$ cat src/osc_ctl_defs.svh
// register offsets, field positions, reset values and codes for the oscillator control block
`ifndef OSC_CTL_DEFS_SVH
`define OSC_CTL_DEFS_SVH
// register index; the byte address on the bus is four times this value
`define OSC_CTL_ADDR 12'hf86
`define OSC_CTL_RESET 8'ha0
`define OSC_FAST_ON_BIT 7
`define OSC_RSVD_BIT 6
`define OSC_WDT_ON_BIT 5
`define OSC_PRI_FD_BIT 4
`define OSC_WDT_FD_BIT 3
`define OSC_SEL_MSB 2
`define OSC_SEL_LSB 0
`define OSC_SEL_FAST 3'h0
`define OSC_SEL_SLOW 3'h1
`define OSC_SEL_WDT 3'h3
`define OSC_SEL_EXT 3'h4
`define AXI_RESP_OKAY 2'h0
`define AXI_RESP_SLVERR 2'h2
`endif

$ cat src/osc_ctl_pkg.sv
// types shared by the oscillator control block
package osc_ctl_pkg;
  typedef enum logic [2:0] {
    src_fast = 3'h0,
    src_slow = 3'h1,
    src_wdt = 3'h3,
    src_ext = 3'h4
  } clk_src_e;
  typedef struct packed {
    logic fast_osc_on;
    logic watchdog_osc_on;
    logic primary_osc_fail_detect_on;
    logic watchdog_osc_fail_detect_on;
    clk_src_e sysclk_source_select;
  } osc_ctl_s;
endpackage : osc_ctl_pkg

$ cat src/osc_ctl_reg.sv
// oscillator control register with legal-code filtering of the source selector
`include "osc_ctl_defs.svh"
module osc_ctl_reg (
  input wire logic aclk,
  input wire logic aresetn,
  input wire logic wr_en,
  input wire logic [7:0] wr_data,
  output osc_ctl_pkg::osc_ctl_s ctl,
  output logic [7:0] rd_value
);
  localparam logic [7:0] rst_val = `OSC_CTL_RESET;
  logic fast_on_r;
  logic wdt_on_r;
  logic pri_fd_r;
  logic wdt_fd_r;
  osc_ctl_pkg::clk_src_e sel_r;
  logic [2:0] sel_in;
  logic sel_legal;

  assign sel_in = wr_data[`OSC_SEL_MSB:`OSC_SEL_LSB];
  assign sel_legal = (sel_in == `OSC_SEL_FAST) || (sel_in == `OSC_SEL_SLOW) ||
                     (sel_in == `OSC_SEL_WDT) || (sel_in == `OSC_SEL_EXT);

  always_ff @(posedge aclk) begin
    if (!aresetn) begin
      fast_on_r <= rst_val[`OSC_FAST_ON_BIT];
      wdt_on_r <= rst_val[`OSC_WDT_ON_BIT];
      pri_fd_r <= rst_val[`OSC_PRI_FD_BIT];
      wdt_fd_r <= rst_val[`OSC_WDT_FD_BIT];
    end else if (wr_en) begin
      fast_on_r <= wr_data[`OSC_FAST_ON_BIT];
      wdt_on_r <= wr_data[`OSC_WDT_ON_BIT];
      pri_fd_r <= wr_data[`OSC_PRI_FD_BIT];
      wdt_fd_r <= wr_data[`OSC_WDT_FD_BIT];
    end
  end

  // selector resets to fast, reserved codes keep the old source
  always_ff @(posedge aclk) begin
    if (!aresetn) begin
      sel_r <= osc_ctl_pkg::clk_src_e'(rst_val[`OSC_SEL_MSB:`OSC_SEL_LSB]);
    end else if (wr_en && sel_legal) begin
      sel_r <= osc_ctl_pkg::clk_src_e'(sel_in);
    end
  end

  assign ctl = {fast_on_r, wdt_on_r, pri_fd_r, wdt_fd_r, sel_r};
  assign rd_value = {fast_on_r, 1'b0, wdt_on_r, pri_fd_r, wdt_fd_r, sel_r};

  chk_sel_legal_code: assert property (@(posedge aclk) disable iff (!aresetn)
    (wr_en && !sel_legal) |=> $stable(sel_r))
    else $error("reserved selector code changed the source");
endmodule : osc_ctl_reg

$ cat src/oscillator_control_select.sv
// oscillator control block: axi4-lite slave, control register and clock source steering
`include "osc_ctl_defs.svh"
module oscillator_control_select (
  input wire logic aclk,
  input wire logic aresetn,
  input wire logic [13:0] s_axi_awaddr,
  input wire logic s_axi_awvalid,
  output logic s_axi_awready,
  input wire logic [31:0] s_axi_wdata,
  input wire logic [3:0] s_axi_wstrb,
  input wire logic s_axi_wvalid,
  output logic s_axi_wready,
  output logic [1:0] s_axi_bresp,
  output logic s_axi_bvalid,
  input wire logic s_axi_bready,
  input wire logic [13:0] s_axi_araddr,
  input wire logic s_axi_arvalid,
  output logic s_axi_arready,
  output logic [31:0] s_axi_rdata,
  output logic [1:0] s_axi_rresp,
  output logic s_axi_rvalid,
  input wire logic s_axi_rready,
  output logic fast_osc_on,
  output logic watchdog_osc_on,
  output logic primary_osc_fail_detect_on,
  output logic watchdog_osc_fail_detect_on,
  output logic fast_mode,
  output logic ext_clk_sel,
  output logic [2:0] sysclk_source_select
);

  ////////////////////////////////////////////////////////////////////////////
  // write channel
  logic aw_held_r;
  logic w_held_r;
  logic [13:0] awaddr_r;
  logic [31:0] wdata_r;
  logic [3:0] wstrb_r;
  logic wr_fire;
  logic wr_hit;
  logic reg_wr;
  osc_ctl_pkg::osc_ctl_s ctl;
  logic [7:0] rd_value;

  assign wr_fire = aw_held_r && w_held_r && !s_axi_bvalid;
  assign wr_hit = (awaddr_r[13:2] == `OSC_CTL_ADDR) && (awaddr_r[1:0] == 2'h0);
  // only the low byte lane carries the register; a write missing it is ignored
  assign reg_wr = wr_fire && wr_hit && wstrb_r[0];

  always_ff @(posedge aclk) begin
    if (!aresetn) begin
      aw_held_r <= 1'b0;
      awaddr_r <= 14'h0000;
    end else if (s_axi_awvalid && s_axi_awready) begin
      aw_held_r <= 1'b1;
      awaddr_r <= s_axi_awaddr;
    end else if (wr_fire) begin
      aw_held_r <= 1'b0;
    end
  end

  always_ff @(posedge aclk) begin
    if (!aresetn) begin
      w_held_r <= 1'b0;
      wdata_r <= 32'h0000_0000;
      wstrb_r <= 4'h0;
    end else if (s_axi_wvalid && s_axi_wready) begin
      w_held_r <= 1'b1;
      wdata_r <= s_axi_wdata;
      wstrb_r <= s_axi_wstrb;
    end else if (wr_fire) begin
      w_held_r <= 1'b0;
    end
  end

  always_ff @(posedge aclk) begin
    if (!aresetn) begin
      s_axi_awready <= 1'b0;
      s_axi_wready <= 1'b0;
    end else begin
      s_axi_awready <= !aw_held_r && !(s_axi_awvalid && s_axi_awready) && !s_axi_bvalid;
      s_axi_wready <= !w_held_r && !(s_axi_wvalid && s_axi_wready) && !s_axi_bvalid;
    end
  end

  always_ff @(posedge aclk) begin
    if (!aresetn) begin
      s_axi_bvalid <= 1'b0;
      s_axi_bresp <= `AXI_RESP_OKAY;
    end else if (wr_fire) begin
      s_axi_bvalid <= 1'b1;
      s_axi_bresp <= wr_hit ? `AXI_RESP_OKAY : `AXI_RESP_SLVERR;
    end else if (s_axi_bready) begin
      s_axi_bvalid <= 1'b0;
    end
  end

  ////////////////////////////////////////////////////////////////////////////
  // read channel
  logic rd_hit;
  assign rd_hit = (s_axi_araddr[13:2] == `OSC_CTL_ADDR) && (s_axi_araddr[1:0] == 2'h0);

  always_ff @(posedge aclk) begin
    if (!aresetn) begin
      s_axi_arready <= 1'b0;
    end else begin
      s_axi_arready <= !s_axi_rvalid && !(s_axi_arvalid && s_axi_arready);
    end
  end

  // reserved bit and upper bits return zero
  always_ff @(posedge aclk) begin
    if (!aresetn) begin
      s_axi_rvalid <= 1'b0;
      s_axi_rdata <= 32'h0000_0000;
      s_axi_rresp <= `AXI_RESP_OKAY;
    end else if (s_axi_arvalid && s_axi_arready) begin
      s_axi_rvalid <= 1'b1;
      s_axi_rdata <= rd_hit ? {24'h00_0000, rd_value} : 32'h0000_0000;
      s_axi_rresp <= rd_hit ? `AXI_RESP_OKAY : `AXI_RESP_SLVERR;
    end else if (s_axi_rready) begin
      s_axi_rvalid <= 1'b0;
    end
  end

  ////////////////////////////////////////////////////////////////////////////
  // control register
  osc_ctl_reg u_reg (
    .aclk(aclk),
    .aresetn(aresetn),
    .wr_en(reg_wr),
    .wr_data(wdata_r[7:0]),
    .ctl(ctl),
    .rd_value(rd_value)
  );

  ////////////////////////////////////////////////////////////////////////////
  // clock source steering, registered one cycle behind the control register
  localparam logic [7:0] rst_val = `OSC_CTL_RESET;
  always_ff @(posedge aclk) begin
    if (!aresetn) begin
      fast_osc_on <= rst_val[`OSC_FAST_ON_BIT];
      watchdog_osc_on <= rst_val[`OSC_WDT_ON_BIT];
      primary_osc_fail_detect_on <= rst_val[`OSC_PRI_FD_BIT];
      watchdog_osc_fail_detect_on <= rst_val[`OSC_WDT_FD_BIT];
    end else begin
      fast_osc_on <= ctl.fast_osc_on;
      watchdog_osc_on <= ctl.watchdog_osc_on;
      primary_osc_fail_detect_on <= ctl.primary_osc_fail_detect_on;
      watchdog_osc_fail_detect_on <= ctl.watchdog_osc_fail_detect_on;
    end
  end

  always_ff @(posedge aclk) begin
    if (!aresetn) begin
      sysclk_source_select <= `OSC_SEL_FAST;
      fast_mode <= 1'b1;
      ext_clk_sel <= 1'b0;
    end else begin
      sysclk_source_select <= ctl.sysclk_source_select;
      unique case (ctl.sysclk_source_select)
        osc_ctl_pkg::src_fast: begin
          fast_mode <= 1'b1;
          ext_clk_sel <= 1'b0;
        end
        osc_ctl_pkg::src_slow: begin
          fast_mode <= 1'b0;
          ext_clk_sel <= 1'b0;
        end
        osc_ctl_pkg::src_wdt: begin
          fast_mode <= 1'b0;
          ext_clk_sel <= 1'b0;
        end
        osc_ctl_pkg::src_ext: begin
          fast_mode <= 1'b0;
          ext_clk_sel <= 1'b1;
        end
      endcase
    end
  end

  ////////////////////////////////////////////////////////////////////////////
  // checks
  chk_fast_enable_out: assert property (@(posedge aclk) disable iff (!aresetn)
    reg_wr ##1 1'b1 |=> fast_osc_on == $past(wdata_r[7], 2))
    else $error("fast oscillator enable did not follow write");
  chk_rsvd_reads_zero: assert property (@(posedge aclk) disable iff (!aresetn)
    s_axi_rvalid |-> s_axi_rdata[6] == 1'b0)
    else $error("reserved bit read as one");
  chk_wdt_enable_out: assert property (@(posedge aclk) disable iff (!aresetn)
    reg_wr ##1 1'b1 |=> watchdog_osc_on == $past(wdata_r[5], 2))
    else $error("watchdog oscillator enable did not follow write");
  chk_pri_detect_out: assert property (@(posedge aclk) disable iff (!aresetn)
    reg_wr ##1 1'b1 |=> primary_osc_fail_detect_on == $past(wdata_r[4], 2))
    else $error("primary fail detect did not follow write");
  chk_wdt_detect_out: assert property (@(posedge aclk) disable iff (!aresetn)
    reg_wr ##1 1'b1 |=> watchdog_osc_fail_detect_on == $past(wdata_r[3], 2))
    else $error("watchdog fail detect did not follow write");
  chk_fast_mode_sel: assert property (@(posedge aclk) disable iff (!aresetn)
    (reg_wr && wdata_r[2:0] == 3'h0) |-> ##2 (fast_mode && !ext_clk_sel))
    else $error("fast mode not selected");
  chk_slow_mode_sel: assert property (@(posedge aclk) disable iff (!aresetn)
    (reg_wr && wdata_r[2:0] == 3'h1) |-> ##2 (!fast_mode && sysclk_source_select == 3'h1))
    else $error("slow mode not selected");
  chk_wdt_src_sel: assert property (@(posedge aclk) disable iff (!aresetn)
    (reg_wr && wdata_r[2:0] == 3'h3) |-> ##2 (sysclk_source_select == 3'h3 && !ext_clk_sel))
    else $error("watchdog source not selected");
  chk_ext_src_sel: assert property (@(posedge aclk) disable iff (!aresetn)
    (reg_wr && wdata_r[2:0] == 3'h4) |-> ##2 ext_clk_sel)
    else $error("external pin source not selected");

  ////////////////////////////////////////////////////////////////////////////
  // bus protocol checks
  chk_bvalid_holds: assert property (@(posedge aclk) disable iff (!aresetn)
    (s_axi_bvalid && !s_axi_bready) |=> (s_axi_bvalid && $stable(s_axi_bresp)))
    else $error("write response dropped before it was taken");
  chk_rvalid_holds: assert property (@(posedge aclk) disable iff (!aresetn)
    (s_axi_rvalid && !s_axi_rready) |=> (s_axi_rvalid && $stable(s_axi_rdata)
      && $stable(s_axi_rresp)))
    else $error("read response changed before it was taken");
  chk_aw_busy_refused: assert property (@(posedge aclk) disable iff (!aresetn)
    (aw_held_r || s_axi_bvalid) |-> !s_axi_awready)
    else $error("write address accepted while busy");
  chk_w_busy_refused: assert property (@(posedge aclk) disable iff (!aresetn)
    (w_held_r || s_axi_bvalid) |-> !s_axi_wready)
    else $error("write data accepted while busy");
  chk_ar_busy_refused: assert property (@(posedge aclk) disable iff (!aresetn)
    s_axi_rvalid |-> !s_axi_arready)
    else $error("read address accepted while busy");
  chk_write_answered: assert property (@(posedge aclk) disable iff (!aresetn)
    wr_fire |=> s_axi_bvalid)
    else $error("write not answered");
  chk_read_answered: assert property (@(posedge aclk) disable iff (!aresetn)
    (s_axi_arvalid && s_axi_arready) |=> s_axi_rvalid)
    else $error("read not answered");
  chk_bresp_on_hit: assert property (@(posedge aclk) disable iff (!aresetn)
    (wr_fire && wr_hit) |=> (s_axi_bresp == `AXI_RESP_OKAY))
    else $error("mapped write not answered okay");
  chk_bresp_on_miss: assert property (@(posedge aclk) disable iff (!aresetn)
    (wr_fire && !wr_hit) |=> (s_axi_bresp == `AXI_RESP_SLVERR))
    else $error("unmapped write not answered with an error");
  chk_rresp_on_hit: assert property (@(posedge aclk) disable iff (!aresetn)
    (s_axi_arvalid && s_axi_arready && rd_hit) |=> (s_axi_rresp == `AXI_RESP_OKAY
      && s_axi_rdata[7:0] == $past(rd_value)))
    else $error("mapped read returned wrong data");
  chk_rresp_on_miss: assert property (@(posedge aclk) disable iff (!aresetn)
    (s_axi_arvalid && s_axi_arready && !rd_hit) |=>
      (s_axi_rresp == `AXI_RESP_SLVERR && s_axi_rdata == 32'h0000_0000))
    else $error("unmapped read not answered with an error");
  chk_rdata_upper_zero: assert property (@(posedge aclk) disable iff (!aresetn)
    s_axi_rvalid |-> (s_axi_rdata[31:8] == 24'h00_0000))
    else $error("upper read bits not zero");
  chk_bus_reset_idle: assert property (@(posedge aclk)
    !aresetn |=> !(s_axi_awready || s_axi_wready || s_axi_arready || s_axi_bvalid
      || s_axi_rvalid))
    else $error("bus handshakes not idle after reset");

  ////////////////////////////////////////////////////////////////////////////
  // register and steering checks
  chk_reg_reset_value: assert property (@(posedge aclk)
    !aresetn |=> (rd_value == `OSC_CTL_RESET))
    else $error("register left reset with a wrong value");
  chk_reg_write_lands: assert property (@(posedge aclk) disable iff (!aresetn)
    reg_wr |=> (rd_value[7] == $past(wdata_r[7]) && rd_value[5:3] == $past(wdata_r[5:3])))
    else $error("enable bits did not land");
  chk_miss_keeps_reg: assert property (@(posedge aclk) disable iff (!aresetn)
    (wr_fire && !reg_wr) |=> $stable(rd_value))
    else $error("ignored write changed the register");
  chk_sel_reserved_kept: assert property (@(posedge aclk) disable iff (!aresetn)
    (reg_wr && !(wdata_r[2:0] inside {3'h0, 3'h1, 3'h3, 3'h4})) |=> $stable(rd_value[2:0]))
    else $error("reserved selector code replaced the source");
  chk_sel_out_legal: assert property (@(posedge aclk) disable iff (!aresetn)
    sysclk_source_select inside {3'h0, 3'h1, 3'h3, 3'h4})
    else $error("source output shows a reserved code");
  chk_modes_exclusive: assert property (@(posedge aclk) disable iff (!aresetn)
    !(fast_mode && ext_clk_sel))
    else $error("fast mode and external clock both selected");
  chk_fast_mode_tracks: assert property (@(posedge aclk) disable iff (!aresetn)
    fast_mode == (sysclk_source_select == `OSC_SEL_FAST))
    else $error("fast mode disagrees with the source");
  chk_ext_sel_tracks: assert property (@(posedge aclk) disable iff (!aresetn)
    ext_clk_sel == (sysclk_source_select == `OSC_SEL_EXT))
    else $error("external select disagrees with the source");
  chk_steer_follows: assert property (@(posedge aclk) disable iff (!aresetn)
    1'b1 |=> (sysclk_source_select == $past(rd_value[2:0])))
    else $error("source output lags the register");
  chk_enables_follow: assert property (@(posedge aclk) disable iff (!aresetn)
    1'b1 |=> ({fast_osc_on, watchdog_osc_on, primary_osc_fail_detect_on,
      watchdog_osc_fail_detect_on} == $past({rd_value[7], rd_value[5:3]})))
    else $error("enable outputs lag the register");
  chk_out_reset_value: assert property (@(posedge aclk)
    !aresetn |=> (fast_osc_on && watchdog_osc_on && !primary_osc_fail_detect_on
      && !watchdog_osc_fail_detect_on && fast_mode && !ext_clk_sel
      && sysclk_source_select == `OSC_SEL_FAST))
    else $error("outputs left reset with wrong values");
endmodule : oscillator_control_select

$ cat config.mk
export PLATFORM = sky130hd
export DESIGN_NAME = oscillator_control_select
export DESIGN_NICKNAME = d
export VERILOG_FILES = /design/src/osc_ctl_pkg.sv /design/src/osc_ctl_reg.sv /design/src/oscillator_control_select.sv
export VERILOG_INCLUDE_DIRS = /design/src
export SDC_FILE = /design/constraint.sdc
export NUM_CORES = 1
export LEC_CHECK = 0
export BUFFER_PORTS_ARGS = -buffer_cell sky130_fd_sc_hd__buf_2
export CELL_PAD_IN_SITES_DETAIL_PLACEMENT = 1
export CELL_PAD_IN_SITES_GLOBAL_PLACEMENT = 1
export CORE_MARGIN = 3
export CORE_UTILIZATION = 24
export DETAILED_ROUTE_END_ITERATION = 16
export GPL_ROUTABILITY_DRIVEN = 0
export PLACE_DENSITY_LB_ADDON = 0.1
export SETUP_SLACK_MARGIN = 0.3
export SYNTH_ARGS = -nofsm -noshare
export SYNTH_HDL_FRONTEND = slang
export SYNTH_SLANG_ARGS = --single-unit
$ cat constraint.sdc
create_clock -name aclk -period 2.2 [get_ports aclk]
set_clock_uncertainty 0.1 [all_clocks]
set_input_delay 0.11 -clock aclk [delete_from_list [all_inputs] [get_ports aclk]]
set_output_delay 0.11 -clock aclk [all_outputs]
set_load 0.1 [all_outputs]
### Word-level counts from Yosys, hierarchy flattened

Index checks and enable logic that the tools add are counted.

* bits in writable memories: 0
* input bits: 71
* memory bits (read-only): 0
* latch bits: 0
* memories: 0
* bits in registers: 82
* word-level logic and storage cells: 80

* reduce and logical (&&, ||, !) cells: 35
* shift-type cells: 0
* multipliers: 0
* magnitude comparators: 0
* divide/modulo/power cells: 0
* equal/unequal tests: 8
* bitwise operators: 0
* add/subtract/negate cells: 0
* mux-type cells: 12

Operators with widths (number)
* 12-bit == test (second input constant): 2
* 1-bit logical AND: 15
* 8-bit two-way mux: 1
* 2-bit nonzero test: 4
* 1-bit zero test: 7
* 1-bit two-way mux: 7
* 3-bit by 1-bit == test with 1-bit output (second input constant): 2
* 3-bit by 2-bit == test with 1-bit output (second input constant): 2
* 3-bit == test (second input constant): 2
* 3-bit zero test: 2
* 3-bit OR reduction: 2
* 2-bit zero test: 2
* 2-bit two-way mux: 2
* 1-bit one-hot mux with 2 select lines: 2
* 1-bit logical OR: 3

### Longest topological paths before layout

Gate-level depths: netlist of the first run.

* word-level depth: 5
* mapped depth: 5

### By module

A second synthesis of the first run with hierarchy kept.

* cell total of the unflattened synthesis: 262
* area total of the unflattened synthesis: 2421.1 um^2

By module, submodules not included
* oscillator_control_select: cells an instance 217, area each 2018.2 um^2, instances 1
* osc_ctl_reg: cells an instance 45, area each 402.9 um^2, instances 1

### Least setup slack after synthesis of the first run

No wires, ideal clock.

* path kind: flip-flop to flip-flop
* start: reg s_axi_awready
* end: reg awaddr_r[13]
* arrival: 1.811 ns
* cell stages (with the launch flop): 6
* path slack: 0.219 ns
* period minus slack after synthesis: 1.981 ns
* buffers on the path: 2
* required time: 2.030 ns
* cell sequence: dfxtp_1 -> and2_1 -> clkbuf_1 -> clkbuf_1 -> nand2_1 -> a21oi_1

* word-level cells in the longest chain between the ends: 1

RTL lines
* start: declaration: line oscillator_control_select.sv:8 `output logic s_axi_awready,`
* start signal: assignment: line oscillator_control_select.sv:81 `s_axi_awready <= !aw_held_r && !(s_axi_awvalid && s_axi_awready) && !s_axi_bvalid;`
* 1-bit logical AND: line oscillator_control_select.sv:54 `end else if (s_axi_awvalid && s_axi_awready) begin`
* end signal: assignment: line oscillator_control_select.sv:56 `awaddr_r <= s_axi_awaddr;`
* end: declaration: line oscillator_control_select.sv:36 `logic [13:0] awaddr_r;`

No other way between the ends.
A chain may end at the register's enable or synchronous reset.

### Worst setup path after layout of the first run

* start: reg awaddr_r[6]
* end: reg u_reg.sel_r[1]

* word-level cells in the longest chain between the ends: 5

RTL lines
* 12-bit == test (no source line)
* 1-bit logical AND: line oscillator_control_select.sv:46 `` assign wr_hit = (awaddr_r[13:2] == `OSC_CTL_ADDR) && (awaddr_r[1:0] == 2'h0); ``
* 1-bit logical AND (2 in series): line oscillator_control_select.sv:48 `assign reg_wr = wr_fire && wr_hit && wstrb_r[0];`
* 1-bit logical AND: line osc_ctl_reg.sv:42 `end else if (wr_en && sel_legal) begin`
* end signal: assignment: line osc_ctl_reg.sv:41 `` sel_r <= osc_ctl_pkg::clk_src_e'(rst_val[`OSC_SEL_MSB:`OSC_SEL_LSB]); ``
* end signal: assignment: line osc_ctl_reg.sv:43 `sel_r <= osc_ctl_pkg::clk_src_e'(sel_in);`
* end: declaration: line osc_ctl_reg.sv:16 `osc_ctl_pkg::clk_src_e sel_r;`

No other way between the ends.

==> results of run 1 <==
==> path summary, 6_finish.rpt <==
path / from / end / slack (ps) / cells past startpoint
setup / recovery: awaddr_r[6] / u_reg.sel_r[1] / 500 / 4
hold reg to reg: aw_held_r / s_axi_awready / 340 / 1
hold / removal: aresetn / u_reg.wdt_on_r / 30 / 2
setup reg to reg: awaddr_r[6] / u_reg.sel_r[1] / 500 / 4
==> critical path, delay by kind of cell (launching register included) <==
family	cells	cell delay, ps
and+or+nand+nor	3	910
AOI/OAI and AO/OA	1	250
DFF	1	330
==> sequential cells by signal (all words and copies together), names as in the netlist, 3 cells and up <==
register	flops
awaddr_r	14
s_axi_rdata	7
wdata_r	7
sysclk_source_select	3
u_reg.sel_r	3
==> power groups by stage <==
stage	combinational, mW	sequential (mW)	clock [mW]
after global routing	0.454	1.04	0.668
after global placement	0.394	1.05	0
after detailed placement	0.395	1.05	0
after floorplan	0.305	1.11	0
after CTS	0.430	1.03	0.622
final	0.427	1.03	0.587
==> repair_timing <==
item | in CTS | in global routing
hold buffers | 25 | 0
gates resized for setup | 0 | 1
setup endpoints to repair | 0 | 4
hold endpoints to repair | 24 | 0
==> placed cells by master (no fill, tap or decap), types with 2 or more instances in the layout <==
cell	Yosys	routed
dfxtp_1	54	51
nor3_1	5	5
nand2b_1	4	4
inv_1	5	5
dlygate4sd3_1	0	25
a21oi_1	30	30
o21ai_0	10	10
nand2_1	51	51
and2_1	7	7
nor2_1	3	3
buf_2	1	65
a22o_1	2	2
dfxtp_2	0	3
nand4b_1	4	4
nor4b_1	2	2
nand3_1	7	7
nand4_1	3	3
a22o_2	5	5
clkbuf_8	0	6
conb_1	1	27
a31oi_1	2	2
nor2b_1	3	3
==> layout make-up <==
class                   instances  area, um^2  area share, %
well taps                     105         131           4.65
multi-input cells             175         908           32.2
flip-flops and latches         54        1080           38.4
clock buffers                   6        82.6           2.92
clock inverters                 2        16.3          0.576
repair buffers                 91         583           20.6
inverters                       5        18.8          0.664
==> metrics by stage <==
step / std cells / power (mW) / util [%] / area [um^2]
after floorplan: 271 / 1.41 / - / 2250
after global placement: 405 / 1.45 / 29.2 / 2470
after detailed placement: 405 / 1.45 / 29.2 / 2470
after CTS: 438 / 2.08 / 33.4 / 2820
after global routing: 438 / 2.16 / 33.4 / 2830
final: 438 / 2.04 / 33.4 / 2830
==> logic make-up after synthesis <==
kind of cell / after synthesis
other: 1
AND/OR/NAND/NOR: 97
AO/OA/AOI/OAI: 51
buffers and inverters: 42
flip-flops: 54
==> layer usage <==
layer | wire length (um) | track usage, % | vias to the layer above | part of all wire, %
met5 | 0 | 0 | - | 0
met4 | 68 | 3.11 | 0 | 1.3
met3 | 403 | 2.49 | 7 | 7.4
met2 | 2390 | 17.6 | 69 | 44
met1 | 2550 | 14.1 | 876 | 47
li1 | - | - | 946 | -
==> flow_metrics.tcl, run 1 <==
set metrics [dict create \
    setup_viol 0 \
    synth_ff_type "dfxtp_1" \
    rsz0062_at_grt "true" \
    status "finished clean" \
    grt-ovfl-total 0 \
    cts_tree "done" \
    critPathMaxStageDelay_ps 440 \
    nets 403 \
    worstMarginPinSlew_ps 663 \
    hold_slack_ps 29.5 \
    required_ps 2300 \
    drtIter0Drc 34 \
    seqPwrFrac_pct 50.4 \
    ys_types 30 \
    min_period_over_period_pct 77.1 \
    ir_drop_mv 0.262 \
    drc 0 \
    clk_pin_slew_ps 100 \
    dr.pass1.iters 4 \
    synth_area_leaders "dfxtp_1, buf_4, nand2_1, a21oi_1, a22o_2" \
    ys_warn_count 0 \
    final.setup.tns_ps 0 \
    root_buffer "clkbuf_8" \
    avgSynthCellArea_um2 8.78 \
    path_max_fanout 8 \
    place.detailed.hpwl_mm 3.91 \
    ant_nets 0 \
    cts.htree.levels 2 \
    synth_top_area_share_pct 50.3 \
    netSwitchingPower_mw 0.688 \
    hold_violations 0 \
    grt_pass1_wl_mm 8.88 \
    fillCellCount 1013 \
    synth_fa_ha_area_share_pct 0 \
    swShare_pct 33.6 \
    ys_ff_latch 54 \
    cts-buffers-inserted 5 \
    area_growth_pct 31.4 \
    die_h_um 101 \
    worst_slack_ps 503 \
    intPower_mw 1.36 \
    hold_class "primary input to flop" \
    start_kind "flop" \
    cp-end-kind "flop" \
    track_usage_pct 10.8 \
    io_pins 121 \
    grt_pass1_vias 1911 \
    grt_max_degree 32 \
    clkLatencyLatePin_ps 300 \
    synth_compound_area_share_pct 13.8 \
    clock-sinks 54 \
    worst-endpoint-arrival_ps 1790 \
    synth_area_um2 2150 \
    synth_top_cells_by_count "dfxtp_1, nand2_1, a21oi_1" \
    synth-simple-area-share_pct 23.7 \
    p_clk_share_pct 28.7 \
    drive_gt1_share_pct 25.8 \
    synth_top_family_by_area "simple AND/OR/NAND/NOR gates" \
    async_flop_share_pct 0 \
    vias 1898 \
    post_cts_buffers 0 \
    floorplan.initialDensity_pct 25.4 \
    yosysMostFrequentCell "dfxtp_1" \
    slew_viol_final 0 \
    synth_edf_count 0 \
    combPwrFrac_pct 20.9 \
    vias_per_cell 4.33 \
    coreArea_um2 8460 \
    synthCells 245 \
    path_cells "nor4b_1 -> and4_2 -> nand2_1 -> a211o_1" \
    pre_cts_slack_ps 433 \
    yosysSeqAreaShare_pct 50.3 \
    port_buffers 65 \
    max_cap_viol_count 0 \
    routed_wl_mm 5.41 \
    cp_slowest_cell "nor4b_1" \
    die_w_um 101 \
    die-area_um2 10100 \
    cts_buffer_depth 2 \
    min_period_ps 1700 \
    diodes 0 \
    synthMuxAreaShare_pct 0 \
    fmax_mhz 589 \
    leakagePower_nw 1.22 \
    relSlewSlack_pct 55.8 \
    rows 33 \
    critPathKind "flop to flop" \
    avgRoutedWirePerCell_um 12.4 \
    antenna_found_initial 0 \
    synth_xor_area_share_pct 0 \
    synth.largest_area_cell "dfxtp_1" \
    cellPowerDensity_nw_per_um2 724 \
]
Power figures use the tool's default switching activity.
==> run 2: changes to the inputs <==
- clock period: 2.2 -> 1.7 ns (I/O delays scaled with it)
==> run 2 against run 1 <==
Global-route usage decreased by 0.090 points. Cell count increased by 1.6%. Clock power increased by 45%. Combinational power increased by 31%. Worst hold slack got worse by 9.5 ps. Sequential power increased by 29%. Critical path type unchanged. Highest routed layer unchanged.
==> flow_metrics.tcl, run 2 (same netlist as run 1, synthesis figures left out) <==
set metrics [dict create \
    hold_slack_ps 20.0 \
    fmax_mhz 645 \
    seqPwrFrac_pct 48.6 \
    cp-end-kind "flop" \
    clock-sinks 54 \
    post_cts_buffers 0 \
    worst_slack_ps 150 \
    hold_violations 0 \
    die-area_um2 10100 \
    die_w_um 101 \
    floorplan.initialDensity_pct 25.4 \
    cts-buffers-inserted 5 \
    relSlewSlack_pct 66.6 \
    root_buffer "clkbuf_8" \
    swShare_pct 32.3 \
    grt-ovfl-total 0 \
    drtIter0Drc 43 \
    coreArea_um2 8460 \
    cts_tree "done" \
    largest_register_ffs 14 \
    critPathMaxStageDelay_ps 350 \
    rows 33 \
    reg.largest.list "awaddr_r: 14 flops, s_axi_rdata: 7 flops, wdata_r: 7 flops" \
    max_cap_viol_count 0 \
    io_pins 121 \
    pre_cts_slack_ps -13.1 \
    intPower_mw 1.86 \
    dr.pass1.iters 2 \
    slew_viol_final 0 \
    nets 410 \
    ir_drop_mv 0.364 \
    grt_pass1_wl_mm 8.65 \
    hold_class "primary input to flop" \
    rsz0062_at_grt "true" \
    combPwrFrac_pct 20.4 \
    critPathKind "flop to flop" \
    vias_per_cell 4.28 \
    vias 1906 \
    antenna_found_initial 0 \
    die_h_um 101 \
    cts_buffer_depth 2 \
    avgRoutedWirePerCell_um 12.3 \
    clkLatencyLatePin_ps 300 \
    final_cell_mix "buf_2, nand2_1, dfxtp_1" \
    p_clk_share_pct 31.1 \
    place.detailed.hpwl_mm 3.94 \
    ant_nets 0 \
    dpl_cell_area_um2 2540 \
    area_growth_pct 36.6 \
    final_common_cell "buf_2" \
    path_max_fanout 4 \
    grt_pass1_vias 1807 \
    diodes 0 \
    final_area_um2 2940 \
    final.setup.tns_ps 0 \
    min_period_over_period_pct 91.2 \
    final_cells 445 \
    cellPowerDensity_nw_per_um2 935 \
    routed_wl_mm 5.49 \
    track_usage_pct 10.7 \
    grt_max_degree 32 \
    drc 0 \
    start_kind "flop" \
    port_buffers 65 \
    status "finished clean" \
    min_period_ps 1550 \
    setup_viol 0 \
    place_inst 412 \
    clk_pin_slew_ps 100 \
    netSwitchingPower_mw 0.888 \
    worst-endpoint-arrival_ps 1690 \
    leakagePower_nw 1.28 \
    drive_gt1_share_pct 30.0 \
    worstMarginPinSlew_ps 500 \
    path_cells "nor4b_4 -> buf_4 -> and4_4 -> buf_4 -> nand3_1 -> a21oi_1" \
    cp_common_cell "buf_4" \
    cp_slowest_cell "dfxtp_2" \
    cts.htree.levels 2 \
    required_ps 1840 \
    top_register "awaddr_r" \
]
[run 2: final cells by class]
cell class	instances	area [um^2]
Clock buffer	5	68.8
Clock inverter	3	40.0
Fill cell	1002	5530
Inverter	5	18.8
Multi-Input combinational cell	175	941
Sequential cell	54	1100
Tap cell	105	131
Timing Repair Buffer	98	639
[run 2: worst paths after layout]
| path | start | depth (start not counted) | endpoint | slack, ps |
|---|---|---|---|---|
| hold / removal | aresetn | 2 | u_reg.fast_on_r | 20 |
| hold reg to reg | aw_held_r | 1 | s_axi_awready | 330 |
| setup / recovery | awaddr_r[2] | 6 | u_reg.pri_fd_r | 150 |
| setup reg to reg | awaddr_r[2] | 6 | u_reg.pri_fd_r | 150 |
[run 2: timing repair]
item                                    4_1_cts  5_1_grt
endpoints found under the setup margin        8       11
hold endpoints to repair                     24        0
gates cloned                                  0        0
pin swaps                                     3        2
hold buffers                                 25        0
resized for setup                            11        2
[run 2: routing by layer]
layer / global-route usage, % / share of wire (%) / routed length (um) / vias to the layer above
li1: - / - / - / 961
met3: 2.28 / 7.2 / 395 / 5
met5: 0 / 0 / 0 / -
met4: 2.80 / 1.1 / 63 / 0
met1: 13.6 / 45 / 2500 / 871
met2: 18.2 / 46 / 2540 / 69
[run 2: worst max-delay path: cells and delay by family (launching register included)]
| family | cells | cell delay (ps) |
|---|---|---|
| compound gates | 1 | 150 |
| buf+inv | 2 | 280 |
| flops | 1 | 350 |
| simple gates | 3 | 620 |
[run 2: power by group through the flow]
stage               Clock [mW]  Combinational, mW  Sequential (mW)
floorplan                    0              0.396             1.43
global placement             0              0.513             1.36
detailed placement           0              0.516             1.36
finish                   0.853              0.559             1.33
CTS                      0.896              0.563             1.33
global route             0.939              0.595             1.34
[run 2: per-stage QoR]
stage          total power, mW  utilization [%]
4_1_cts                   2.79             34.6
3_5_place_dp              1.88             30.0
5_1_grt                   2.88             34.7
3_3_place_gp              1.87             30.0
2_1_floorplan             1.83                -
6_report                  2.75             34.7
